==> src/rtl/cq_framer_cfg.svh <==
`ifndef CQ_FRAMER_CFG_SVH
`define CQ_FRAMER_CFG_SVH

// ****************************************************************
// descriptor geometry
// ****************************************************************
`define CQF_DESC_BYTES     16
`define CQF_DESC_W         128
`define CQF_HALF_W         64

// ****************************************************************
// common descriptor fields
// ****************************************************************
`define CQF_AT_HI          1
`define CQF_AT_LO          0
`define CQF_ADDR_HI        63
`define CQF_ADDR_LO        2
`define CQF_ADDR32_HI      31
`define CQF_DWC_HI         74
`define CQF_DWC_LO         64
`define CQF_TYPE_HI        78
`define CQF_TYPE_LO        75
`define CQF_RID_HI         95
`define CQF_RID_LO         80
`define CQF_TAG_HI         103
`define CQF_TAG_LO         96

// ****************************************************************
// message-specific fields in the low two dwords
// ****************************************************************
`define CQF_DEST_HI        15
`define CQF_DEST_LO        0
`define CQF_VEND_HI        31
`define CQF_VEND_LO        16
`define CQF_VHDR_HI        63
`define CQF_VHDR_LO        32
`define CQF_SNOOP_HI       15
`define CQF_SNOOP_LO       0
`define CQF_NOSNOOP_HI     31
`define CQF_NOSNOOP_LO     16
`define CQF_OBFF_HI        35
`define CQF_OBFF_LO        32
`define CQF_ATS_HI         63
`define CQF_ATS_LO         0

// ****************************************************************
// fixed values
// ****************************************************************
`define CQF_IO_DWC         11'h001
`define CQF_ZLEN_DWC       11'h001
`define CQF_BE_NONE        4'h0
`define CQF_FIFO_DEPTH     16
`define CQF_DATA_W         64

`endif

==> src/rtl/cq_framer_pkg.sv <==
package cq_framer_pkg;

`include "cq_framer_cfg.svh"

  // request kinds; K_MEM and K_ATOMIC share one descriptor layout, the others each have their own
  typedef enum logic [2:0] {
    K_MEM,
    K_IO,
    K_ATOMIC,
    K_VDM,
    K_ATS,
    K_MSG_OBFF,
    K_MSG_LTR,
    K_MSG_OTHER
  } req_kind_e;

  // header of one request as delivered by the transaction layer
  typedef struct packed {
    req_kind_e   kind;
    logic [1:0]  addr_type;
    logic        addr_is_64;
    logic [63:0] addr;
    logic        zero_length;
    logic [10:0] dword_count;
    logic [3:0]  req_type;
    logic [7:0]  bus;
    logic [4:0]  dev;
    logic [7:0]  func;
    logic [7:0]  tag;
    logic [15:0] dest_id;
    logic [15:0] vendor_id;
    logic [31:0] vdm_bytes;
    logic [63:0] ats_body;
    logic [3:0]  obff_code;
    logic [15:0] snoop_lat;
    logic [15:0] nosnoop_lat;
    logic [3:0]  first_dword_byte_enables;
    logic [3:0]  last_dword_byte_enables;
    logic        has_payload;
  } req_s;

  // sideband that travels with every beat of a packet
  typedef struct packed {
    logic [3:0] first_dword_byte_enables;
    logic [3:0] last_dword_byte_enables;
    logic       sop;
  } sideband_s;

endpackage : cq_framer_pkg

==> src/rtl/stream_fifo.sv <==
`timescale 1ns/1ps

module stream_fifo #(
  parameter int WIDTH = 8,
  parameter int DEPTH = 16
) (
  // clock, reset, enable
  input  wire logic             core_clk,
  input  wire logic             rst,
  input  wire logic             ce,
  // fill side
  input  wire logic             in_valid,
  output logic                  in_ready,
  input  wire logic [WIDTH-1:0] in_data,
  // drain side
  output logic                  out_valid,
  input  wire logic             out_ready,
  output logic [WIDTH-1:0]      out_data
);

  // depth must be a power of two so the pointers wrap by themselves
  localparam int AW = $clog2(DEPTH);

  logic [WIDTH-1:0] mem_r [DEPTH];
  logic [AW-1:0]    wr_ptr_r;
  logic [AW-1:0]    rd_ptr_r;
  logic [AW:0]      count_r;
  logic [AW:0]      count_nxt;
  logic             out_valid_r;
  logic [WIDTH-1:0] out_data_r;
  wire              push;
  wire              load;

  assign in_ready  = (count_r != AW'(0) + (AW+1)'(DEPTH)) ? 1'b1 : 1'b0;
  assign push      = in_valid & in_ready;
  assign load      = (count_r != '0) & (~out_valid_r | out_ready);
  assign count_nxt = count_r + (AW+1)'(push) - (AW+1)'(load);
  assign out_valid = out_valid_r;
  assign out_data  = out_data_r;

  // ****************************************************************
  // storage, no reset on the array
  // ****************************************************************
  always_ff @(posedge core_clk) begin
    if (ce && push) begin
      mem_r[wr_ptr_r] <= in_data;
    end
  end

  // ****************************************************************
  // pointers and registered read stage
  // ****************************************************************
  always_ff @(posedge core_clk) begin
    if (rst) begin
      wr_ptr_r    <= '0;
      rd_ptr_r    <= '0;
      count_r     <= '0;
      out_valid_r <= 1'b0;
      out_data_r  <= '0;
    end else if (ce) begin
      count_r <= count_nxt;
      if (push) begin
        wr_ptr_r <= wr_ptr_r + AW'(1);
      end
      if (load) begin
        rd_ptr_r   <= rd_ptr_r + AW'(1);
        out_data_r <= mem_r[rd_ptr_r];
      end
      if (load) begin
        out_valid_r <= 1'b1;
      end else if (out_ready) begin
        out_valid_r <= 1'b0;
      end
    end
  end

endmodule : stream_fifo

==> src/rtl/completer_request_descriptor_framer.sv <==
`timescale 1ns/1ps

`include "cq_framer_cfg.svh"

module completer_request_descriptor_framer #(
  parameter int DATA_W     = `CQF_DATA_W,
  parameter int FIFO_DEPTH = `CQF_FIFO_DEPTH
) (
  // clock, reset, enable
  input  wire logic                    core_clk,
  input  wire logic                    rst,
  input  wire logic                    ce,
  // configuration
  input  wire logic                    ari_enable,
  // request header from the transaction layer
  input  wire logic                    req_valid,
  output logic                         req_ready,
  input  wire cq_framer_pkg::req_s     req,
  // payload from the transaction layer, already lane aligned
  input  wire logic                    pay_valid,
  output logic                         pay_ready,
  input  wire logic [DATA_W-1:0]       pay_data,
  input  wire logic                    pay_last,
  // completer request stream
  output logic                         cq_tvalid,
  input  wire logic                    cq_tready,
  output logic [DATA_W-1:0]            cq_tdata,
  output logic                         cq_tlast,
  output cq_framer_pkg::sideband_s     completer_request_sideband
);

  import cq_framer_pkg::*;

  localparam int SB_W = $bits(sideband_s);
  localparam int FW   = DATA_W + 1 + SB_W;

  typedef enum logic [1:0] {
    S_IDLE,
    S_DESC,
    S_DESC_HI,
    S_PAY
  } state_e;

  // ****************************************************************
  // descriptor builder
  // ****************************************************************
  function automatic logic [`CQF_DESC_W-1:0] build_desc(input req_s r, input logic ari);
    logic [`CQF_DESC_W-1:0] d;
    logic [61:0]            dw_addr;
    d       = '0;
    dw_addr = r.addr_is_64 ? r.addr[`CQF_ADDR_HI:`CQF_ADDR_LO] :
                             {32'h0, r.addr[`CQF_ADDR32_HI:`CQF_ADDR_LO]};
    d[`CQF_TYPE_HI:`CQF_TYPE_LO] = r.req_type;
    d[`CQF_TAG_HI:`CQF_TAG_LO]   = r.tag;
    if (ari) begin
      d[`CQF_RID_HI:`CQF_RID_LO] = {r.bus, r.func};
    end else begin
      d[`CQF_RID_HI:`CQF_RID_LO] = {r.bus, r.dev, r.func[2:0]};
    end
    d[`CQF_DWC_HI:`CQF_DWC_LO] = r.dword_count;
    case (r.kind)
      K_MEM, K_ATOMIC: begin
        d[`CQF_AT_HI:`CQF_AT_LO]     = r.addr_type;
        d[`CQF_ADDR_HI:`CQF_ADDR_LO] = dw_addr;
        if (r.zero_length && r.kind == K_MEM) begin
          d[`CQF_DWC_HI:`CQF_DWC_LO] = `CQF_ZLEN_DWC;
        end
      end
      K_IO: begin
        d[`CQF_ADDR_HI:`CQF_ADDR_LO] = dw_addr;
        d[`CQF_DWC_HI:`CQF_DWC_LO]   = `CQF_IO_DWC;
      end
      K_VDM: begin
        d[`CQF_DEST_HI:`CQF_DEST_LO] = r.dest_id;
        d[`CQF_VEND_HI:`CQF_VEND_LO] = r.vendor_id;
        d[`CQF_VHDR_HI:`CQF_VHDR_LO] = r.vdm_bytes;
      end
      K_ATS: begin
        d[`CQF_ATS_HI:`CQF_ATS_LO] = r.ats_body;
      end
      K_MSG_OBFF: begin
        d[`CQF_OBFF_HI:`CQF_OBFF_LO] = r.obff_code;
      end
      K_MSG_LTR: begin
        d[`CQF_SNOOP_HI:`CQF_SNOOP_LO]     = r.snoop_lat;
        d[`CQF_NOSNOOP_HI:`CQF_NOSNOOP_LO] = r.nosnoop_lat;
      end
      default: begin
        // remaining messages keep their message-specific positions reserved
      end
    endcase
    return d;
  endfunction : build_desc

  // ****************************************************************
  // state
  // ****************************************************************
  state_e                 state_r;
  state_e                 state_nxt;
  logic [`CQF_DESC_W-1:0] desc_r;
  logic                   has_pay_r;
  sideband_s              sb_r;

  // ****************************************************************
  // fill side of the output buffer
  // ****************************************************************
  wire                    fifo_in_ready;
  wire                    fifo_out_valid;
  wire [FW-1:0]           fifo_out_data;
  wire                    take_req;
  wire                    push_desc;
  wire                    push_hi;
  wire                    push_pay;
  wire                    push;
  wire                    desc_last;
  wire [DATA_W-1:0]       desc_beat;
  wire [DATA_W-1:0]       push_data;
  wire                    push_last;
  wire [FW-1:0]           push_word;
  wire                    zero_len_mem;
  sideband_s              sb_nxt;
  sideband_s              sb_push;

  assign take_req  = (state_r == S_IDLE) & req_valid;
  assign req_ready = (state_r == S_IDLE) ? 1'b1 : 1'b0;
  // payload waits for a fresh beat after the descriptor     
  assign pay_ready = (state_r == S_PAY) & fifo_in_ready;
  assign push_desc = (state_r == S_DESC) & fifo_in_ready;
  assign push_hi   = (state_r == S_DESC_HI) & fifo_in_ready;
  assign push_pay  = pay_ready & pay_valid;
  assign push      = push_desc | push_hi | push_pay;

  generate
    if (DATA_W == `CQF_HALF_W) begin : g_split
      // two beats carry the sixteen descriptor bytes
      assign desc_beat = push_hi ? desc_r[`CQF_DESC_W-1:`CQF_HALF_W] :
                                   desc_r[`CQF_HALF_W-1:0];
      assign desc_last = push_hi & ~has_pay_r;
    end else begin : g_whole
      // descriptor occupies the low sixteen bytes of the first beat
      assign desc_beat = {{(DATA_W-`CQF_DESC_W){1'b0}}, desc_r};
      assign desc_last = push_desc & ~has_pay_r;
    end
  endgenerate

  assign push_data = push_pay ? pay_data : desc_beat;
  assign push_last = push_pay ? pay_last : desc_last;

  assign zero_len_mem = (req.kind == K_MEM) & req.zero_length;
  assign sb_nxt.first_dword_byte_enables = zero_len_mem ? `CQF_BE_NONE :
                                           req.first_dword_byte_enables;
  assign sb_nxt.last_dword_byte_enables  = req.last_dword_byte_enables;
  assign sb_nxt.sop                      = 1'b1;

  assign sb_push.first_dword_byte_enables = sb_r.first_dword_byte_enables;
  assign sb_push.last_dword_byte_enables  = sb_r.last_dword_byte_enables;
  assign sb_push.sop                      = push_desc;
  assign push_word = {push_data, push_last, sb_push};

  // ****************************************************************
  // sequencer
  // ****************************************************************
  always_comb begin
    state_nxt = state_r;
    case (state_r)
      S_IDLE: begin
        if (take_req) begin
          state_nxt = S_DESC;
        end
      end
      S_DESC: begin
        if (push_desc) begin
          if (DATA_W == `CQF_HALF_W) begin
            state_nxt = S_DESC_HI;
          end else if (has_pay_r) begin
            state_nxt = S_PAY;
          end else begin
            state_nxt = S_IDLE;
          end
        end
      end
      S_DESC_HI: begin
        if (push_hi) begin
          state_nxt = has_pay_r ? S_PAY : S_IDLE;
        end
      end
      S_PAY: begin
        if (push_pay && pay_last) begin
          state_nxt = S_IDLE;
        end
      end
      default: begin
        state_nxt = S_IDLE;
      end
    endcase
  end

  always_ff @(posedge core_clk) begin
    if (rst) begin
      state_r   <= S_IDLE;
      desc_r    <= '0;
      has_pay_r <= 1'b0;
      sb_r      <= '0;
    end else if (ce) begin
      state_r <= state_nxt;
      if (take_req) begin
        desc_r    <= build_desc(req, ari_enable);
        has_pay_r <= req.has_payload;
        sb_r      <= sb_nxt;
      end
    end
  end

  // ****************************************************************
  // output buffer; its fill ready stalls the sequencer
  // ****************************************************************
  stream_fifo #(
    .WIDTH (FW),
    .DEPTH (FIFO_DEPTH)
  ) u_out_fifo (
    .core_clk  (core_clk),
    .rst       (rst),
    .ce        (ce),
    .in_valid  (push),
    .in_ready  (fifo_in_ready),
    .in_data   (push_word),
    .out_valid (fifo_out_valid),
    .out_ready (cq_tready),
    .out_data  (fifo_out_data)
  );

  assign cq_tvalid                  = fifo_out_valid;
  assign cq_tdata                   = fifo_out_data[FW-1 -: DATA_W];
  assign cq_tlast                   = fifo_out_data[SB_W];
  assign completer_request_sideband = fifo_out_data[SB_W-1:0];

endmodule : completer_request_descriptor_framer

==> config.mk <==
export PLATFORM = sky130hd
export DESIGN_NAME = completer_request_descriptor_framer
export DESIGN_NICKNAME = d
export VERILOG_FILES = /design/src/rtl/cq_framer_pkg.sv /design/src/rtl/stream_fifo.sv /design/src/rtl/completer_request_descriptor_framer.sv
export VERILOG_INCLUDE_DIRS = /design/src /design/src/rtl
export SDC_FILE = /design/constraint.sdc
export NUM_CORES = 2
export LEC_CHECK = 0
export BUFFER_PORTS_ARGS = -buffer_cell sky130_fd_sc_hd__buf_2
export CAP_MARGIN = 20
export CORE_ASPECT_RATIO = 1.75
export CORE_MARGIN = 2
export CORE_UTILIZATION = 59
export DETAILED_ROUTE_END_ITERATION = 16
export GPL_TIMING_DRIVEN = 0
export PLACE_DENSITY = 0.84
export SLEW_MARGIN = 10
export SYNTH_ARGS = -nofsm -noshare
export SYNTH_HDL_FRONTEND = slang
export SYNTH_SLANG_ARGS = --single-unit
==> constraint.sdc <==
create_clock -name core_clk -period 11.2 [get_ports core_clk]
set_input_delay 2.24 -clock core_clk [delete_from_list [all_inputs] [get_ports core_clk]]
set_output_delay 2.24 -clock core_clk [all_outputs]
set_load 0.05 [all_outputs]
Yosys cells after proc, flatten, opt, wreduce, memory -nomap -nowiden
Memories as Yosys holds them, arrays and structs flattened. A register that Yosys moved wholly into a read port is not among the register bits.
Index checks and enable logic that the tools add are counted.
{"block": "totals", "mem_count": 1, "wordCells": 80, "out_inout_bits": 77, "input_bits": 360, "romBits": 0, "latchBits": 0, "ff_bits": 128, "ram_bits": 1184}
{"name": "u_out_fifo.mem_r", "depth": 16, "width": 74, "read_ports": 1, "rd_clocked_by_memory_dff": 1, "wr": 1, "line": "stream_fifo.sv:24", "text": "logic [WIDTH-1:0] mem_r [DEPTH];"}
{"block": "classes", "n_bitwise": 14, "div": 0, "magnitude_cmp": 0, "shifts": 0, "n_mux": 24, "multipliers": 0, "reduce_logical": 14, "n_eq_ne": 14, "addsub": 4}
{"op": "$mux 64", "n": 2}
{"op": "$pmux 30 s4", "n": 1}
{"op": "$pmux 28 s3", "n": 1}
{"op": "$mux 62", "n": 1}
{"op": "$pmux 11 s2", "n": 1}
{"op": "$pmux 2 s4", "n": 2}
{"op": "$pmux 4 s4", "n": 1}
{"op": "$mux 11", "n": 1}
{"op": "$mux 2", "n": 5}
{"op": "$and 1x1->1", "n": 9}
{"op": "$eq 3x3->1 const B", "n": 3}
{"op": "$add 4x1->4 const B", "n": 2}
{"op": "$mux 8", "n": 1}
{"op": "$reduce_and 2->1", "n": 4}
{"op": "$mux 1", "n": 7}
{"op": "$eq 3x2->1 const B", "n": 2}
{"op": "$ne 2x2->1 const B", "n": 3}
{"op": "$add 5x1->5", "n": 1}
{"op": "$ne 5x5->1 const B", "n": 1}
{"op": "$reduce_and 5->1", "n": 1}
{"op": "$reduce_bool 5->1", "n": 1}
{"op": "$sub 5x1->5", "n": 1}
{"op": "$eq 2x2->1 const B", "n": 2}
{"op": "$mux 4", "n": 1}
{"op": "other kinds (11)", "n": 16}

Logic depth before layout (Yosys ltp)
{"block": "logic_depth", "ltp_word": 9, "ltp_mapped": 13, "ltp_nobuf": 12}

Modules after synthesis
From an unflattened synthesis, not the netlist that was laid out.
{"block": "unflattened", "hier_cells": 3048, "area_unflattened_um2": 54999.0}
{"module": "stream_fifo", "cells_per_inst": 2150, "seq_area_each_um2": 37315.8, "area_each_um2": 48008.5, "instances": 1}
{"module": "completer_request_descriptor_framer", "cells_per_inst": 898, "seq_area_each_um2": 2282.2, "area_each_um2": 6990.5, "instances": 1}

Worst setup path before layout
OpenSTA, ideal clock, no wires.
{"block": "synth_timing", "path_kind": "input-to-reg", "start": "input port pay_valid", "end": "memory u_out_fifo.mem_r[0][0] (netlist bit) (enable)", "setup_ps": 597, "t_required_ps": 10603, "path_stages": 4, "arrival_time_ps": 8033, "slack_ps": 2571, "path_buffers": 0, "cell_sequence": "and3b_1 -> nor4b_4 -> nand2_1 -> nor3_1"}
{"block": "synth_between", "elab_chain_cells": 6}
{"item": "start: declaration", "line": "completer_request_descriptor_framer.sv:20", "text": "input wire logic pay_valid,"}
{"item": "$and 1x1->1", "line": "completer_request_descriptor_framer.sv:130", "text": "assign push_pay = pay_ready & pay_valid;"}
{"item": "$or 1x1->1", "line": "completer_request_descriptor_framer.sv:131", "text": "assign push = push_desc | push_hi | push_pay;"}
{"item": "$and 1x1->1", "line": "stream_fifo.sv:35", "text": "assign push = in_valid & in_ready;"}
{"item": "$logic_and 1x1->1", "line": "stream_fifo.sv:45", "text": "if (ce && push) begin"}
{"item": "$mux 1", "line": "stream_fifo.sv:45"}
{"item": "$mux 1 (not written as such)", "line": "stream_fifo.sv:46", "text": "mem_r[wr_ptr_r] <= in_data;"}
{"item": "end: declaration", "line": "stream_fifo.sv:24"}
No other way between the ends.

Worst setup path after layout
{"block": "layout_timing", "start": "input port pay_valid", "end": "memory u_out_fifo.mem_r[1][5] (netlist bit) (enable)"}
Same word-level chain as after synthesis.

==> results.md <==
* Largest net degree at the start of global routing at 24
* Initial antenna violation count at 22
* Final ANT Viol Nets at 0
* Net count, final at 4025
* Die Ht at 406 um
* Reg clk slew, reported paths at 0.07 ns
* Hold Fails Final Rpt at 0
* Layout cells sized above 1 at 31.5%
* Peak VDD IR at 0.150 mV
* Synthesized area at 54400 um2
* Worst skew pair latency at 0.74 ns
* Worst Path Buf+Inv at 6
* Row cnt at 147
* DRT Wirelength at 184 mm
* Cell Area, Placed at 59700 um2
* Worst-path maximum fanout at 9
* Post-CTS Setup Inserts at 0
* Setup-failing EPs final at 0
* Post-cts sizing count at 0
* Pins Over Slew Limit at 0
* Initial Utilization at 59.4%
* Worst path required time at 11.62 ns
* Vias in the first global route at 34800
* Power, Total at 12.5 mW
* Reg power frac at 46.8%
* Syn Nets at 3338
* Layout Area Growth over Synthesis at 17.7%
* Async SR Flop Fraction at 0%
* Commonest cells after routing, fill and taps aside: edfxtp_1, buf_2, mux4_2, dfxtp_1, mux2i_1
* DR vias/cell at 7.05
* Wire length per cell at 37.1 um
* CTS buffer count at 113
* Worst stage delay on the critical path at 0.72 ns
* Mean Syn Cell Area at 18.3 um2
* Final GP Congestion at 0.914
* Hold WC Path Type: reg2reg
* Clock tree root buffer cell: clkbuf_16
* F_max at 196 MHz
* RSZ-0062 raised after global routing: no
* Prevailing post-synth register cell: edfxtp_1
* Via count at 34900
* Non-Filler Instances at 4959
* Commonest non-fill, non-tap cell in the layout: edfxtp_1
* CP arrival at 5.52 ns
* Relative max-transition margin at 16.1%
* Final routed DRC violation total at 0
* Initial DRC Count at 5726
* Critical path class: in2reg
* Placed insts at 4702
* Die ar. at 94800 um2
* DRT Pass-1 Iters at 9
* H-tree Lvls at 3
* Netlist cell types at 52
* Combinational cell fraction of total power at 18.4%
* Mapped Cells at 2966
* CP Capture Type: flip-flop
* Critical path launch point type: primary input
* Switching Fraction at 27.5%
* Critical-path top delay cell: nor3_2
* Final Skew at 0.0459 ns
* Sw power at 3.44 mW
* Max clock buf depth at 3
* CTS tree: built
* Clock sinks at 1386
* Max Cap Violations at 0
* Global-route wire length before repair at 252 mm
* Critical Path, Cell by Cell: buf_2, and3b_1, nor4b_4, nand2_1, nor3_2, buf_6, buf_8, buf_6, buf_4, buf_6
* Internal power at 9.05 mW
* Status: finished, final reports clean
* Core area at 91600 um2
* Final core utilization at 69.9%
* Post-DP HPWL at 124 mm
* Hold Slack at 0.455 ns
* Static Leak at 22.0 nW
* Crit share post-route at 45.5%
* Post-synthesis sequential area ratio at 72.8%
* Port Buffers at 431
* Post-route cell area at 64000 um2
* Clock power share at 34.7%
* Worst Max-Slew Pin Slew at 1.26 ns
* # IOs at 437
* PwrDens at 195 nW/um2
* Hold_buf cts at 0
* Tmin final at 5.10 ns
* YS warnings at 0
* CP dominant cell by count: buf_6
* Gr usage total at 39.1%
* GR Overflow Total at 0
* Crit-path leading delay family: simple AND/OR/NAND/NOR gates
* Die span in x at 234 um
* Synth Register Bits at 1386
* Post-synth EDFFs at 1184
[flip-flops by register name (all words and copies together) (netlist names)]
| name | flops |
|---|---|
| desc_r | 103 |
| has_pay_r | 1 |
| push_word | 8 |
| state_r | 2 |
| u_out_fifo.count_r | 5 |
| u_out_fifo.mem_r | 1184 |
| u_out_fifo.out_data | 74 |
| u_out_fifo.out_valid | 1 |
| u_out_fifo.rd_ptr_r | 4 |
| u_out_fifo.wr_ptr_r | 4 |
[power by group through the flow]
stage,clock [mW],sequential (mW),combinational [mW]
after detailed placement,0,5.95,2.20
after global routing,4.49,5.86,2.37
final,4.34,5.85,2.30
after global placement,0,5.95,2.13
after floorplan,0,6.19,1.20
after CTS,4.31,5.85,2.25
[worst register-to-register path, cell delays in order (launching register included)]
cell and delay [ns]:
dfxtp_1 0.33, inv_1 0.11, ha_1 0.19, nand4bb_1 0.28, nand4_1 0.35, clkbuf_1 0.41
buf_6 0.28, clkbuf_1 0.89, o21ai_0 0.64, buf_2 0.34
[per-stage QoR]
step	setup TNS, ns	setup slack, ns
finish	0	6.10
global route	0	6.21
CTS	0	6.38
detailed placement	0	5.74
global placement	-984.15	-3.36
floorplan	0	2.57
[metal layers]
| layer | up-vias | GRT usage (%) | routed length [um] |
|---|---|---|---|
| li1 | 13300 | - | - |
| met1 | 17100 | 42.9 | 53900 |
| met2 | 3567 | 62.1 | 86700 |
| met3 | 916 | 14.4 | 25400 |
| met4 | 26 | 29.1 | 17500 |
| met5 | - | 0.318 | 295 |
[worst paths after layout]
path                              start                 endpoint  slack, ns  cells past startpoint
setup / recovery              pay_valid   u_out_fifo.mem_r[1][5]       6.10                     10
hold reg to reg              desc_r[91]               desc_r[91]       0.46                      2
hold / removal               desc_r[91]               desc_r[91]       0.46                      2
setup reg to reg  u_out_fifo.count_r[3]  u_out_fifo.mem_r[0][52]       7.09                      9
[area by class of cell]
type                            instances  area (um2)
Sequential cell                      1386       39600
Fill cell                            5364       27600
Multi-Input combinational cell       1340       13800
Timing Repair Buffer                  572        3910
Clock buffer                          159        3270
Tap cell                             1192        1490
Buffer                                203        1030
Clock inverter                         54         764
Inverter                               37         139
Antenna cell                           16        40.0
[cell families after synthesis]
group | share of synthesized area (%)
compound gates | 6.00
xor+xnor | 0.0966
fa+ha+maj | 0.290
buf+inv | 2.15
flops | 72.8
mux | 16.0
simple gates | 2.66
[Yosys cell counts (all sizes together), types with 59 or more instances]
cell / count / area share [%]
mux4: 296 / 12
edfxtp: 1184 / 65
a21o: 59 / 0.81
o21ai: 101 / 0.93
a22oi: 103 / 1.4
mux2i: 198 / 3.6
buf: 110 / 1.2
dfxtp: 202 / 7.4
clkbuf: 93 / 0.66
a2bb2oi: 74 / 1.2
a21oi: 135 / 1.2
nand2: 128 / 0.89
nor2: 99 / 0.68
Power figures use the tool's default switching activity.
